===== config.mk =====
export PLATFORM = sky130hd
export DESIGN_NAME = sysref_clock_control_regs
export DESIGN_NICKNAME = d
export VERILOG_FILES = /design/src/sysref_clock_control_pkg.sv /design/src/sysref_clock_control_regs.sv /design/src/sync_window_sampler.sv
export SDC_FILE = /design/constraint.sdc
export NUM_CORES = 1
export LEC_CHECK = 0
export BUFFER_PORTS_ARGS = -buffer_cell sky130_fd_sc_hd__buf_2
export CAP_MARGIN = 10
export CORE_ASPECT_RATIO = 1.4
export CORE_MARGIN = 1.5
export CORE_UTILIZATION = 62
export DETAILED_ROUTE_END_ITERATION = 8
export GPL_ROUTABILITY_DRIVEN = 0
export PLACE_DENSITY = 0.79
export RECOVER_POWER = 100
export REMOVE_ABC_BUFFERS = 1
export SLEW_MARGIN = 40
export SYNTH_ARGS = -nofsm -noshare
export SYNTH_HDL_FRONTEND = slang
export SYNTH_SLANG_ARGS = --single-unit

===== constraint.sdc =====
create_clock -name i_clk -period 4.8 [get_ports i_clk]
set_input_delay 0.24 -clock i_clk [delete_from_list [all_inputs] [get_ports i_clk]]
set_output_delay 0.24 -clock i_clk [all_outputs]
set_load 0.01 [all_outputs]

===== src/sysref_clock_control_pkg.sv =====
`default_nettype none
package sysref_clock_control_pkg;
  localparam int          ADDR_W           = 15;
  localparam int          DATA_W           = 8;
  localparam int          HDR_BITS         = 16;
  localparam int          FRAME_BITS       = 24;
  localparam logic [14:0] ADDR_CTRL_ZERO   = 15'h0029;
  localparam logic [14:0] ADDR_CTRL_ONE    = 15'h002a;
  localparam logic [14:0] ADDR_CTRL_TWO    = 15'h002b;
  localparam logic [14:0] ADDR_POS_LOW     = 15'h002c;
  localparam logic [14:0] ADDR_POS_MID     = 15'h002d;
  localparam logic [14:0] ADDR_POS_HIGH    = 15'h002e;
  localparam logic [7:0]  RST_CTRL_ZERO    = 8'h80;
  localparam logic [7:0]  RST_CTRL_ONE     = 8'h00;
  localparam logic [7:0]  RST_CTRL_TWO     = 8'h10;
  localparam logic [23:0] RST_POS          = 24'h000000;
  localparam int          BIT_PROC_EN      = 6;
  localparam int          BIT_RECV_EN      = 5;
  localparam int          BIT_ZOOM         = 4;
  localparam int          SEL_MSB          = 3;
  localparam int          SEL_LSB          = 0;
  localparam int          BIT_CLK_PECL     = 2;
  localparam int          BIT_SYNC_PECL    = 1;
  localparam int          BIT_INVERT       = 0;
  localparam int          BIT_ANALOG_NS    = 2;
  localparam int          BIT_CLOCK_NS     = 0;
  localparam int          SEL_W            = 4;
  localparam int          POS_W            = 24;
endpackage : sysref_clock_control_pkg
`default_nettype wire


===== src/sysref_clock_control_regs.sv =====
`timescale 1ns/1ps
`default_nettype none
module sysref_clock_control_regs (
  input  wire logic i_clk,
  input  wire logic i_reset,
  input  wire logic i_spi_sclk,
  input  wire logic i_spi_cs_n,
  input  wire logic i_spi_sdi,
  output logic      o_spi_sdo,
  input  wire logic i_sync_ref,
  output logic      o_sync_event,
  output logic      o_sync_sampled,
  output logic      o_sync_receiver_active,
  output logic      o_device_clock_pecl_mode,
  output logic      o_sync_input_pecl_mode,
  output logic      o_analog_rail_noise_suppress,
  output logic      o_clock_rail_noise_suppress
);
  localparam int AW = sysref_clock_control_pkg::ADDR_W;
  localparam int DW = sysref_clock_control_pkg::DATA_W;
  localparam int PW = sysref_clock_control_pkg::POS_W;
  localparam logic [4:0] CNT_HDR_LAST   = 5'(sysref_clock_control_pkg::HDR_BITS - 1);
  localparam logic [4:0] CNT_FRAME_LAST = 5'(sysref_clock_control_pkg::FRAME_BITS - 1);
  localparam logic [4:0] CNT_DATA_START = 5'(sysref_clock_control_pkg::HDR_BITS);
  localparam int         HDR_MSB_FIX    = sysref_clock_control_pkg::HDR_BITS - 1;

  // pin sampling
  logic          sclk_q;
  logic          sclk_prev_q;
  logic          cs_n_q;
  logic          sdi_q;
  // serial frame state
  logic [4:0]    cnt_q;
  logic [22:0]   shift_q;
  logic          rd_q;
  logic [AW-1:0] addr_q;
  logic [DW-1:0] out_q;
  logic          sdo_q;
  // registers
  logic [DW-1:0] ctrl_zero_q;
  logic [DW-1:0] ctrl_one_q;
  logic [DW-1:0] ctrl_two_q;
  // driven outputs
  logic          clk_pecl_q;
  logic          sync_pecl_q;
  logic          analog_ns_q;
  logic          clock_ns_q;
  logic          recv_active_q;

  logic          sclk_rise;
  logic          sclk_fall;
  logic [23:0]   shift_next;
  logic          hdr_done;
  logic          frame_done;
  logic          data_phase;
  logic          wr_en;
  logic [AW-1:0] hdr_addr;
  logic [AW-1:0] next_addr;
  logic [AW-1:0] load_addr;
  logic [DW-1:0] load_byte;
  logic          load_en;
  logic [PW-1:0] position;
  logic          wr_zero;
  logic          wr_one;
  logic          wr_two;

  assign sclk_rise  = ~cs_n_q & sclk_q & ~sclk_prev_q;
  assign sclk_fall  = ~cs_n_q & ~sclk_q & sclk_prev_q;
  assign shift_next = {shift_q, sdi_q};
  assign hdr_done   = sclk_rise & (cnt_q == CNT_HDR_LAST);
  assign frame_done = sclk_rise & (cnt_q == CNT_FRAME_LAST);
  assign data_phase = cnt_q >= CNT_DATA_START;
  assign hdr_addr   = shift_next[AW-1:0];
  assign next_addr  = addr_q + AW'(1);
  assign load_en    = hdr_done | frame_done;
  assign load_addr  = hdr_done ? hdr_addr : next_addr;
  assign wr_en      = frame_done & ~rd_q;

  // write decode; status addresses are never write targets
  assign wr_zero = wr_en & (addr_q == sysref_clock_control_pkg::ADDR_CTRL_ZERO);
  assign wr_one  = wr_en & (addr_q == sysref_clock_control_pkg::ADDR_CTRL_ONE);
  assign wr_two  = wr_en & (addr_q == sysref_clock_control_pkg::ADDR_CTRL_TWO);

  // read mux, unmapped reads zero
  assign load_byte =
    (load_addr == sysref_clock_control_pkg::ADDR_CTRL_ZERO) ? ctrl_zero_q :
    (load_addr == sysref_clock_control_pkg::ADDR_CTRL_ONE)  ? ctrl_one_q  :
    (load_addr == sysref_clock_control_pkg::ADDR_CTRL_TWO)  ? ctrl_two_q  :
    (load_addr == sysref_clock_control_pkg::ADDR_POS_LOW)   ? position[7:0]   :
    (load_addr == sysref_clock_control_pkg::ADDR_POS_MID)   ? position[15:8]  :
    (load_addr == sysref_clock_control_pkg::ADDR_POS_HIGH)  ? position[23:16] :
    8'h00;

  always_ff @(posedge i_clk or posedge i_reset)
  begin
    if (i_reset)
    begin
      sclk_q      <= 1'b0;
      sclk_prev_q <= 1'b0;
      cs_n_q      <= 1'b1;
      sdi_q       <= 1'b0;
    end
    else
    begin
      sclk_q      <= i_spi_sclk;
      sclk_prev_q <= sclk_q;
      cs_n_q      <= i_spi_cs_n;
      sdi_q       <= i_spi_sdi;
    end
  end

  // frame counter, header capture, streaming address step
  always_ff @(posedge i_clk or posedge i_reset)
  begin
    if (i_reset)
    begin
      cnt_q   <= 5'h00;
      shift_q <= 23'h000000;
      rd_q    <= 1'b0;
      addr_q  <= '0;
    end
    else if (cs_n_q)
    begin
      cnt_q <= 5'h00;
    end
    else if (sclk_rise)
    begin
      shift_q <= shift_next[22:0];
      if (hdr_done)
      begin
        rd_q   <= shift_next[HDR_MSB_FIX];
        addr_q <= hdr_addr;
        cnt_q  <= CNT_DATA_START;
      end
      else if (frame_done)
      begin
        addr_q <= next_addr;
        cnt_q  <= CNT_DATA_START;
      end
      else
        cnt_q <= cnt_q + 5'h01;
    end
  end

  // read data out, msb first; msb loaded on the rising sclk that ends the header, later bits shift on falling sclk
  always_ff @(posedge i_clk or posedge i_reset)
  begin
    if (i_reset)
    begin
      out_q <= 8'h00;
      sdo_q <= 1'b0;
    end
    else if (load_en)
    begin
      out_q <= load_byte;
      sdo_q <= load_byte[DW-1];
    end
    else if (sclk_fall & data_phase)
    begin
      out_q <= {out_q[DW-2:0], 1'b0};
      sdo_q <= out_q[DW-2];
    end
  end

  // register writes store whole byte, reserved bits included
  always_ff @(posedge i_clk or posedge i_reset)
  begin
    if (i_reset)
    begin
      ctrl_zero_q <= sysref_clock_control_pkg::RST_CTRL_ZERO;
      ctrl_one_q  <= sysref_clock_control_pkg::RST_CTRL_ONE;
      ctrl_two_q  <= sysref_clock_control_pkg::RST_CTRL_TWO;
    end
    else
    begin
      if (wr_zero)
        ctrl_zero_q <= shift_next[DW-1:0];
      if (wr_one)
        ctrl_one_q <= shift_next[DW-1:0];
      if (wr_two)
        ctrl_two_q <= shift_next[DW-1:0];
    end
  end

  // pad controls and rail enables from stored bits
  always_ff @(posedge i_clk or posedge i_reset)
  begin
    if (i_reset)
    begin
      clk_pecl_q    <= 1'b0;
      sync_pecl_q   <= 1'b0;
      analog_ns_q   <= 1'b0;
      clock_ns_q    <= 1'b0;
      recv_active_q <= 1'b0;
    end
    else
    begin
      clk_pecl_q    <= ctrl_one_q[sysref_clock_control_pkg::BIT_CLK_PECL];
      sync_pecl_q   <= ctrl_one_q[sysref_clock_control_pkg::BIT_SYNC_PECL];
      analog_ns_q   <= ctrl_two_q[sysref_clock_control_pkg::BIT_ANALOG_NS];
      clock_ns_q    <= ctrl_two_q[sysref_clock_control_pkg::BIT_CLOCK_NS];
      recv_active_q <= ctrl_zero_q[sysref_clock_control_pkg::BIT_RECV_EN];
    end
  end

  sync_window_sampler #(
    .SEL_W (sysref_clock_control_pkg::SEL_W),
    .POS_W (PW)
  ) u_sampler (
    .i_clk              (i_clk),
    .i_reset            (i_reset),
    .i_sync_ref         (i_sync_ref),
    .i_receiver_enable  (ctrl_zero_q[sysref_clock_control_pkg::BIT_RECV_EN]),
    .i_processor_enable (ctrl_zero_q[sysref_clock_control_pkg::BIT_PROC_EN]),
    .i_zoom             (ctrl_zero_q[sysref_clock_control_pkg::BIT_ZOOM]),
    .i_invert           (ctrl_one_q[sysref_clock_control_pkg::BIT_INVERT]),
    .i_delay_select     (ctrl_zero_q[sysref_clock_control_pkg::SEL_MSB:sysref_clock_control_pkg::SEL_LSB]),
    .o_sampled          (o_sync_sampled),
    .o_sync_event       (o_sync_event),
    .o_position         (position)
  );

  assign o_spi_sdo                    = sdo_q;
  assign o_sync_receiver_active       = recv_active_q;
  assign o_device_clock_pecl_mode     = clk_pecl_q;
  assign o_sync_input_pecl_mode       = sync_pecl_q;
  assign o_analog_rail_noise_suppress = analog_ns_q;
  assign o_clock_rail_noise_suppress  = clock_ns_q;
endmodule : sysref_clock_control_regs
`default_nettype wire


===== src/sync_window_sampler.sv =====
`timescale 1ns/1ps
`default_nettype none
module sync_window_sampler #(
  parameter int SEL_W = 4,
  parameter int POS_W = 24
) (
  input  wire logic             i_clk,
  input  wire logic             i_reset,
  input  wire logic             i_sync_ref,
  input  wire logic             i_receiver_enable,
  input  wire logic             i_processor_enable,
  input  wire logic             i_zoom,
  input  wire logic             i_invert,
  input  wire logic [SEL_W-1:0] i_delay_select,
  output logic                  o_sampled,
  output logic                  o_sync_event,
  output logic [POS_W-1:0]      o_position
);
  localparam int HIST_W = 2 * POS_W;

  logic [HIST_W-1:0] hist_q;
  logic              sampled_q;
  logic              event_q;
  logic [POS_W-1:0]  pos_q;
  logic              recv_in;
  logic [SEL_W:0]    tap;
  logic              tap_val;
  logic              edge_seen;
  logic [POS_W-1:0]  pos_view;

  // receiver gate and polarity
  assign recv_in   = i_receiver_enable & (i_sync_ref ^ i_invert);
  // zoom halves the delay step
  assign tap       = i_zoom ? {1'b0, i_delay_select} : {i_delay_select, 1'b0};
  assign tap_val   = hist_q[tap];
  assign edge_seen = hist_q[0] & ~hist_q[1];

  genvar k;
  generate
    for (k = 0; k < POS_W; k++)
    begin : g_pos
      assign pos_view[k] = i_zoom ? hist_q[k] : hist_q[2*k];
    end
  endgenerate

  always_ff @(posedge i_clk or posedge i_reset)
  begin
    if (i_reset)
    begin
      hist_q    <= '0;
      sampled_q <= 1'b0;
      event_q   <= 1'b0;
      pos_q     <= sysref_clock_control_pkg::RST_POS;
    end
    else
    begin
      hist_q    <= {hist_q[HIST_W-2:0], recv_in};
      sampled_q <= tap_val;
      event_q   <= i_processor_enable & tap_val & ~sampled_q;
      if (edge_seen)
        pos_q <= pos_view;
    end
  end

  assign o_sampled    = sampled_q;
  assign o_sync_event = event_q;
  assign o_position   = pos_q;
endmodule : sync_window_sampler
`default_nettype wire


After elaboration in Yosys (flattened, before gate mapping)

Index checks and enable logic that the tools add are counted.

Bits in registers: 150
Input port bits: 6
Output and inout port bits: 8
Word-level logic and storage cells: 109

Multiplexer cells: 43
Eq/ne operators: 11
Magnitude comparators: 2
Reductions and logical operators: 6
Bitwise operators: 23
Add/subtract/negate cells: 2

Operator list:

| operator                | count |
|---|---|
| $eq A15 B6 Y1 const B   | 9 |
| $mux W8                 | 6 |
| $mux W15                | 3 |
| $mux W1                 | 26 |
| $mux W5                 | 5 |
| $add A15 B1 Y15 const B | 1 |
| $and A1 B1 Y1           | 15 |
| $mux W7                 | 2 |
| $lt A5 B7 Y1 const B    | 1 |
| $not A1 Y1              | 6 |
| $reduce_and A3 Y1       | 2 |
| $reduce_bool A2 Y1      | 3 |
| $add A5 B1 Y5 const B   | 1 |
| $bmux W1 S5             | 1 |
| $eq A5 B4 Y1 const B    | 1 |
| $eq A5 B5 Y1 const B    | 1 |
| $ge A5 B5 Y1 const B    | 1 |
| $reduce_and A2 Y1       | 1 |
| $or A1 B1 Y1            | 1 |
| $xor A1 B1 Y1           | 1 |

Logic depth before layout (Yosys ltp)

Depth after elaboration: 13
Depth in mapped cells: 13
Gate-level depth less buffers: 11

Hierarchy

From an unflattened synthesis, not the netlist that was laid out.

Cells, all modules: 633
Area total of the unflattened synthesis: 7039.3 µm²

By module, submodules not included:

| module                    | times used | seq. area each (µm²) | area each (µm²) | cells each |
|---|---|---|---|---|
| sysref_clock_control_regs | 1          | 1930.6               | 4202.8          | 414 |
| sync_window_sampler       | 1          | 1826.8               | 2836.5          | 219 |

Worst setup path before layout

Ideal clock, no wire load.

Kind: register -> register
Start point: register cnt_q[0]
End point: register out_q[2]
Buffers on the path: 2
Clock period less this slack: 3.007 ns
Setup time: 0.124 ns
Required time: 4.676 ns
Data arrival time: 2.883 ns
Cell stages (with the launch flop): 12
Path slack: 1.793 ns
Path through: dfrtp_1 -> ha_1 -> and3_1 -> ha_1 -> and4bb_2 -> buf_4 -> o21ai_1 -> or3b_1 -> buf_2 -> or3_1 -> o311a_1 -> o31a_1

Word-level cells in the longest chain between the ends: 11
Elaborated cells between the ends (all ways): 22
Those cells by class: order compare: 1; eq/ne: 8; mux: 8; bitwise: 4; reduce/logical: 1

Ends and longest elaborated chain:

| element                | line                             | source |
|---|---|---|
| start, declared        | sysref_clock_control_regs.sv:33  | `logic [4:0] cnt_q;` |
| start signal, assigned | sysref_clock_control_regs.sv:141 | `cnt_q <= cnt_q + 5'h01;` |
| $eq A5 B4 Y1           | sysref_clock_control_regs.sv:70  | `assign hdr_done = sclk_rise & (cnt_q == CNT_HDR_LAST);` |
| $and A1 B1 Y1          | sysref_clock_control_regs.sv:70  |  |
| $mux W15               | sysref_clock_control_regs.sv:76  | `assign load_addr = hdr_done ? hdr_addr : next_addr;` |
| $eq A15 B6 Y1          | sysref_clock_control_regs.sv:91  | `(load_addr == sysref_clock_control_pkg::ADDR_POS_HIGH) ? position[23:16] :` |
| $mux W8                | sysref_clock_control_regs.sv:91  |  |
| $mux W8                | sysref_clock_control_regs.sv:90  | `(load_addr == sysref_clock_control_pkg::ADDR_POS_MID) ? position[15:8] :` |
| $mux W8                | sysref_clock_control_regs.sv:89  | `(load_addr == sysref_clock_control_pkg::ADDR_POS_LOW) ? position[7:0] :` |
| $mux W8                | sysref_clock_control_regs.sv:88  | `(load_addr == sysref_clock_control_pkg::ADDR_CTRL_TWO) ? ctrl_two_q :` |
| $mux W8                | sysref_clock_control_regs.sv:87  | `(load_addr == sysref_clock_control_pkg::ADDR_CTRL_ONE) ? ctrl_one_q :` |
| $mux W8                | sysref_clock_control_regs.sv:86  | `(load_addr == sysref_clock_control_pkg::ADDR_CTRL_ZERO) ? ctrl_zero_q :` |
| $mux W7                | sysref_clock_control_regs.sv:153 | `else if (load_en)` |
| end signal, assigned   | sysref_clock_control_regs.sv:155 | `out_q <= load_byte;` |
| end signal, assigned   | sysref_clock_control_regs.sv:160 | `out_q <= {out_q[DW-2:0], 1'b0};` |
| end, declared          | sysref_clock_control_regs.sv:37  | `logic [DW-1:0] out_q;` |

Several ways; a longest one is shown, not always the timed one.
A chain may end at the register's enable or synchronous reset.

Worst setup path in the final report

Start point: register cnt_q[0]
End point: register out_q[4]

The elaborated chain is that of the path after synthesis.

==> results.yml <==
floorplanning:
  die_y_um: 128
  core_um2: 10900
  top_level_ports: 14
  chipWidth_um: 92.4
  initial_utilization_pct: 63.9
  die_area_um2: 11800
  rows: 45
timing:
  layout_min_cycle_time_ns: 3.98
  setup_tns_ns: 0
  rsz0062_at_grt: "false"
  whs_ns: 0.215
  slew_headroom_pct: -44.4
  tightest_slew_ns: 2.16
  final.setup_skew_ns: 0.0129
  slew_violations: 154
  fmax_mhz: 252
  period_share_pct: 82.8
  hold_violations: 0
  setup_violations: 0
detailed_routing:
  vias_per_cell: 6.31
  drt-initial-drc-count: 407
  drt_wl_total_um: 15900
  wire_per_inst_um: 20.1
  drc_errors: 0
  dr.pass1.iters: 7
  vias: 4978
  ant_nets: 0
placed_design:
  portBuffers: 13
  place_hpwl_um: 10700
setup_path:
  startpoint: "cnt_q[0]$_DFFE_PP0P_"
  reg2reg_from: "cnt_q[0]$_DFFE_PP0P_"
  cp-end-kind: "flop"
  worstSetupPathType: "flop to flop"
  worstSetupStartpointType: "flop"
  cp_max_fo: 28
  crit_arrival_ns: 4.30
  crit_required_ns: 5.13
power:
  p_per_area_nw_per_um2: 376
  ir_worst_vdd_mv: 0.274
  p_leak_nw: 3.33
finish:
  num_antenna_cells: 0
  final_nets: 646
  layout-drive-gt1-share_pct: 15.9
  areaGrowthSynthToFinish_pct: 10.9
yosys:
  synth.avg_cell_area_um2: 11.0
  synth_ff_type: "dfrtp_1"
  yosysTopAreaCell: "dfrtp_1"
  synth_warnings: 0
  synth_common_cells: "dfrtp_1 (147), nand2_1 (74), mux2_2 (49)"
  synth_seq_cells: 150
  postSynthCellCount: 630
  synth_enable_flop_cells: 0
  yosys-top-cells-area: "dfrtp_1 (53%), mux2_2 (8.0%), mux2i_1 (4.5%)"
  synth_top_cell_area_share_pct: 53.0
  yosysMostFrequentCell: "dfrtp_1"
  syn-cell-area_um2: 6940
  synth-async-reset-ratio_pct: 100
  seq_area_frac_synth_pct: 54.1
  ys_types: 65
run:
  max_cap_viol_count: 2
clocking:
  cts_num_sinks: 150
  clock_latency_ns: 0.42
  cts_tree: "yes"
  htreeDepth: 4
  clockRootBuffer: "clkbuf_16"
  clk_pin_slew_ns: 0.06
  cts-resized-gates: 0
  clockBufferDepth: 2
  cts_made_buffers: 17
global_route:
  grt_util_all_layers_pct: 28.8
  gr-total-overflow: 0
  grt_pass1_wl_um: 25700
  grt_pass1_vias: 4975
  antenna_found_initial: 0
  grt_max_degree: 106
status:
  outcome: "complete, but fails checks"
  violations: "capacitance limit, slew limit"
hold_path:
  hold_class: "input pin to flop"
  hold_path_startpoint: "i_sync_ref"
==> sequential cells by signal (all words and copies together) (netlist names), 5 cells and up <==
name                  cells
ctrl_two_q                8
addr_q                   15
ctrl_one_q                8
out_q                     7
u_sampler.o_position     24
u_sampler.hist_q         47
cnt_q                     5
shift_q                  15
ctrl_zero_q               8
==> stage by stage <==
step / cell area [um^2] / worst slack [ns] / power [mW] / std cells / utilization (%)
detailed placement: 7070 / 1.19 / 1.52 / 753 / 65.1
global placement: 7070 / 1.38 / 1.51 / 753 / 65.1
finish: 7700 / 0.825 / 2.90 / 789 / 70.9
global route: 7700 / 0.536 / 2.97 / 789 / 70.9
floorplan: 6790 / 0.529 / 1.45 / 594 / -
CTS: 7720 / 1.14 / 2.90 / 789 / 71.1
==> kinds of logic after synthesis <==
family / after synthesis / synth area share (%)
simple gates: 197 / 14.9
flops: 150 / 54.1
compound gates: 122 / 10.9
mux: 83 / 13.2
buf+inv: 50 / 2.99
xor+xnor: 22 / 2.78
fa+ha+maj: 6 / 1.05
==> critical path, stage by stage, from the launching register on <==
cell and delay, ns:
dfrtp_1 0.39, ha_1 0.22, and3_1 0.19, ha_1 0.27, and4bb_1 0.84, o21ai_0 0.26, or3b_1 0.67, nor4_2 0.66
a222oi_1 0.17, o21ai_0 0.21
==> where the power goes <==
| part | switching, mW | leakage (nW) | internal (mW) |
|---|---|---|---|
| Combinational | 0.0510 | 0.974 | 0.0482 |
| Clock | 0.519 | 0.296 | 0.873 |
| Sequential | 0.0944 | 2.06 | 1.31 |
==> layout by cell type (no fill, tap or decap), types with 3 or more instances in the layout <==
cell type | synthesis | routed
dfrtp_1 | 147 | 147
nand2_1 | 74 | 74
mux2_2 | 49 | 49
o21ai_0 | 47 | 48
nor2_1 | 35 | 35
mux2i_1 | 31 | 31
a21oi_1 | 28 | 28
xnor2_1 | 17 | 17
clkbuf_16 | 0 | 17
nand3_1 | 15 | 15
clkbuf_1 | 25 | 15
inv_1 | 14 | 13
nor3_1 | 9 | 9
a211oi_1 | 9 | 9
nand2b_1 | 7 | 7
or3_1 | 7 | 7
nor2b_1 | 6 | 6
and3_1 | 6 | 6
nand4_1 | 5 | 5
xor2_1 | 5 | 5
o22ai_1 | 5 | 5
nor4_1 | 5 | 5
ha_1 | 5 | 5
a31oi_1 | 4 | 4
bufinv_16 | 0 | 4
dlygate4sd3_1 | 0 | 4
buf_2 | 7 | 4
nor3b_1 | 3 | 3
nor4b_1 | 3 | 3
and2_1 | 5 | 3
o31ai_1 | 3 | 3
dfstp_2 | 3 | 3
==> metal layers <==
metal | track usage (%) | share of wire [%] | up-vias
met2 | 47.4 | 49 | 182
met4 | 23.5 | 8.6 | 0
met1 | 33.1 | 39 | 2465
met3 | 4.27 | 3.6 | 81
li1 | - | - | 2250
met5 | 0 | 0 | -
==> worst paths after layout <==
path	to	slack, ns	cells after the start
min reg2reg	u_sampler.hist_q[36]$_DFF_PP0_	0.35	0
max in group asynchronous	addr_q[1]$_DFFE_PP0P_	1.79	4
min in group asynchronous	out_q[4]$_DFFE_PP0P_	1.03	3
max	out_q[4]$_DFFE_PP0P_	0.82	9
min	u_sampler.hist_q[0]$_DFF_PP0_	0.22	3
max reg2reg	out_q[4]$_DFFE_PP0P_	0.82	9
==> timing repair <==
item | in CTS | in global routing
hold buffers | 4 | 0
endpoints found under the hold margin | 106 | 0
buffers inserted | 0 | 0
==> layout make-up <==
| cell class | instances | area [um^2] |
|---|---|---|
| clock inverters | 11 | 173 |
| well taps | 141 | 176 |
| clock buffers | 21 | 440 |
| flip-flops and latches | 150 | 3760 |
| multi-input cells | 430 | 2980 |
| inverters | 14 | 56.3 |
| repair buffers | 22 | 121 |
| fillers | 755 | 3170 |
No activity file was read; power rests on OpenSTA's default activity.
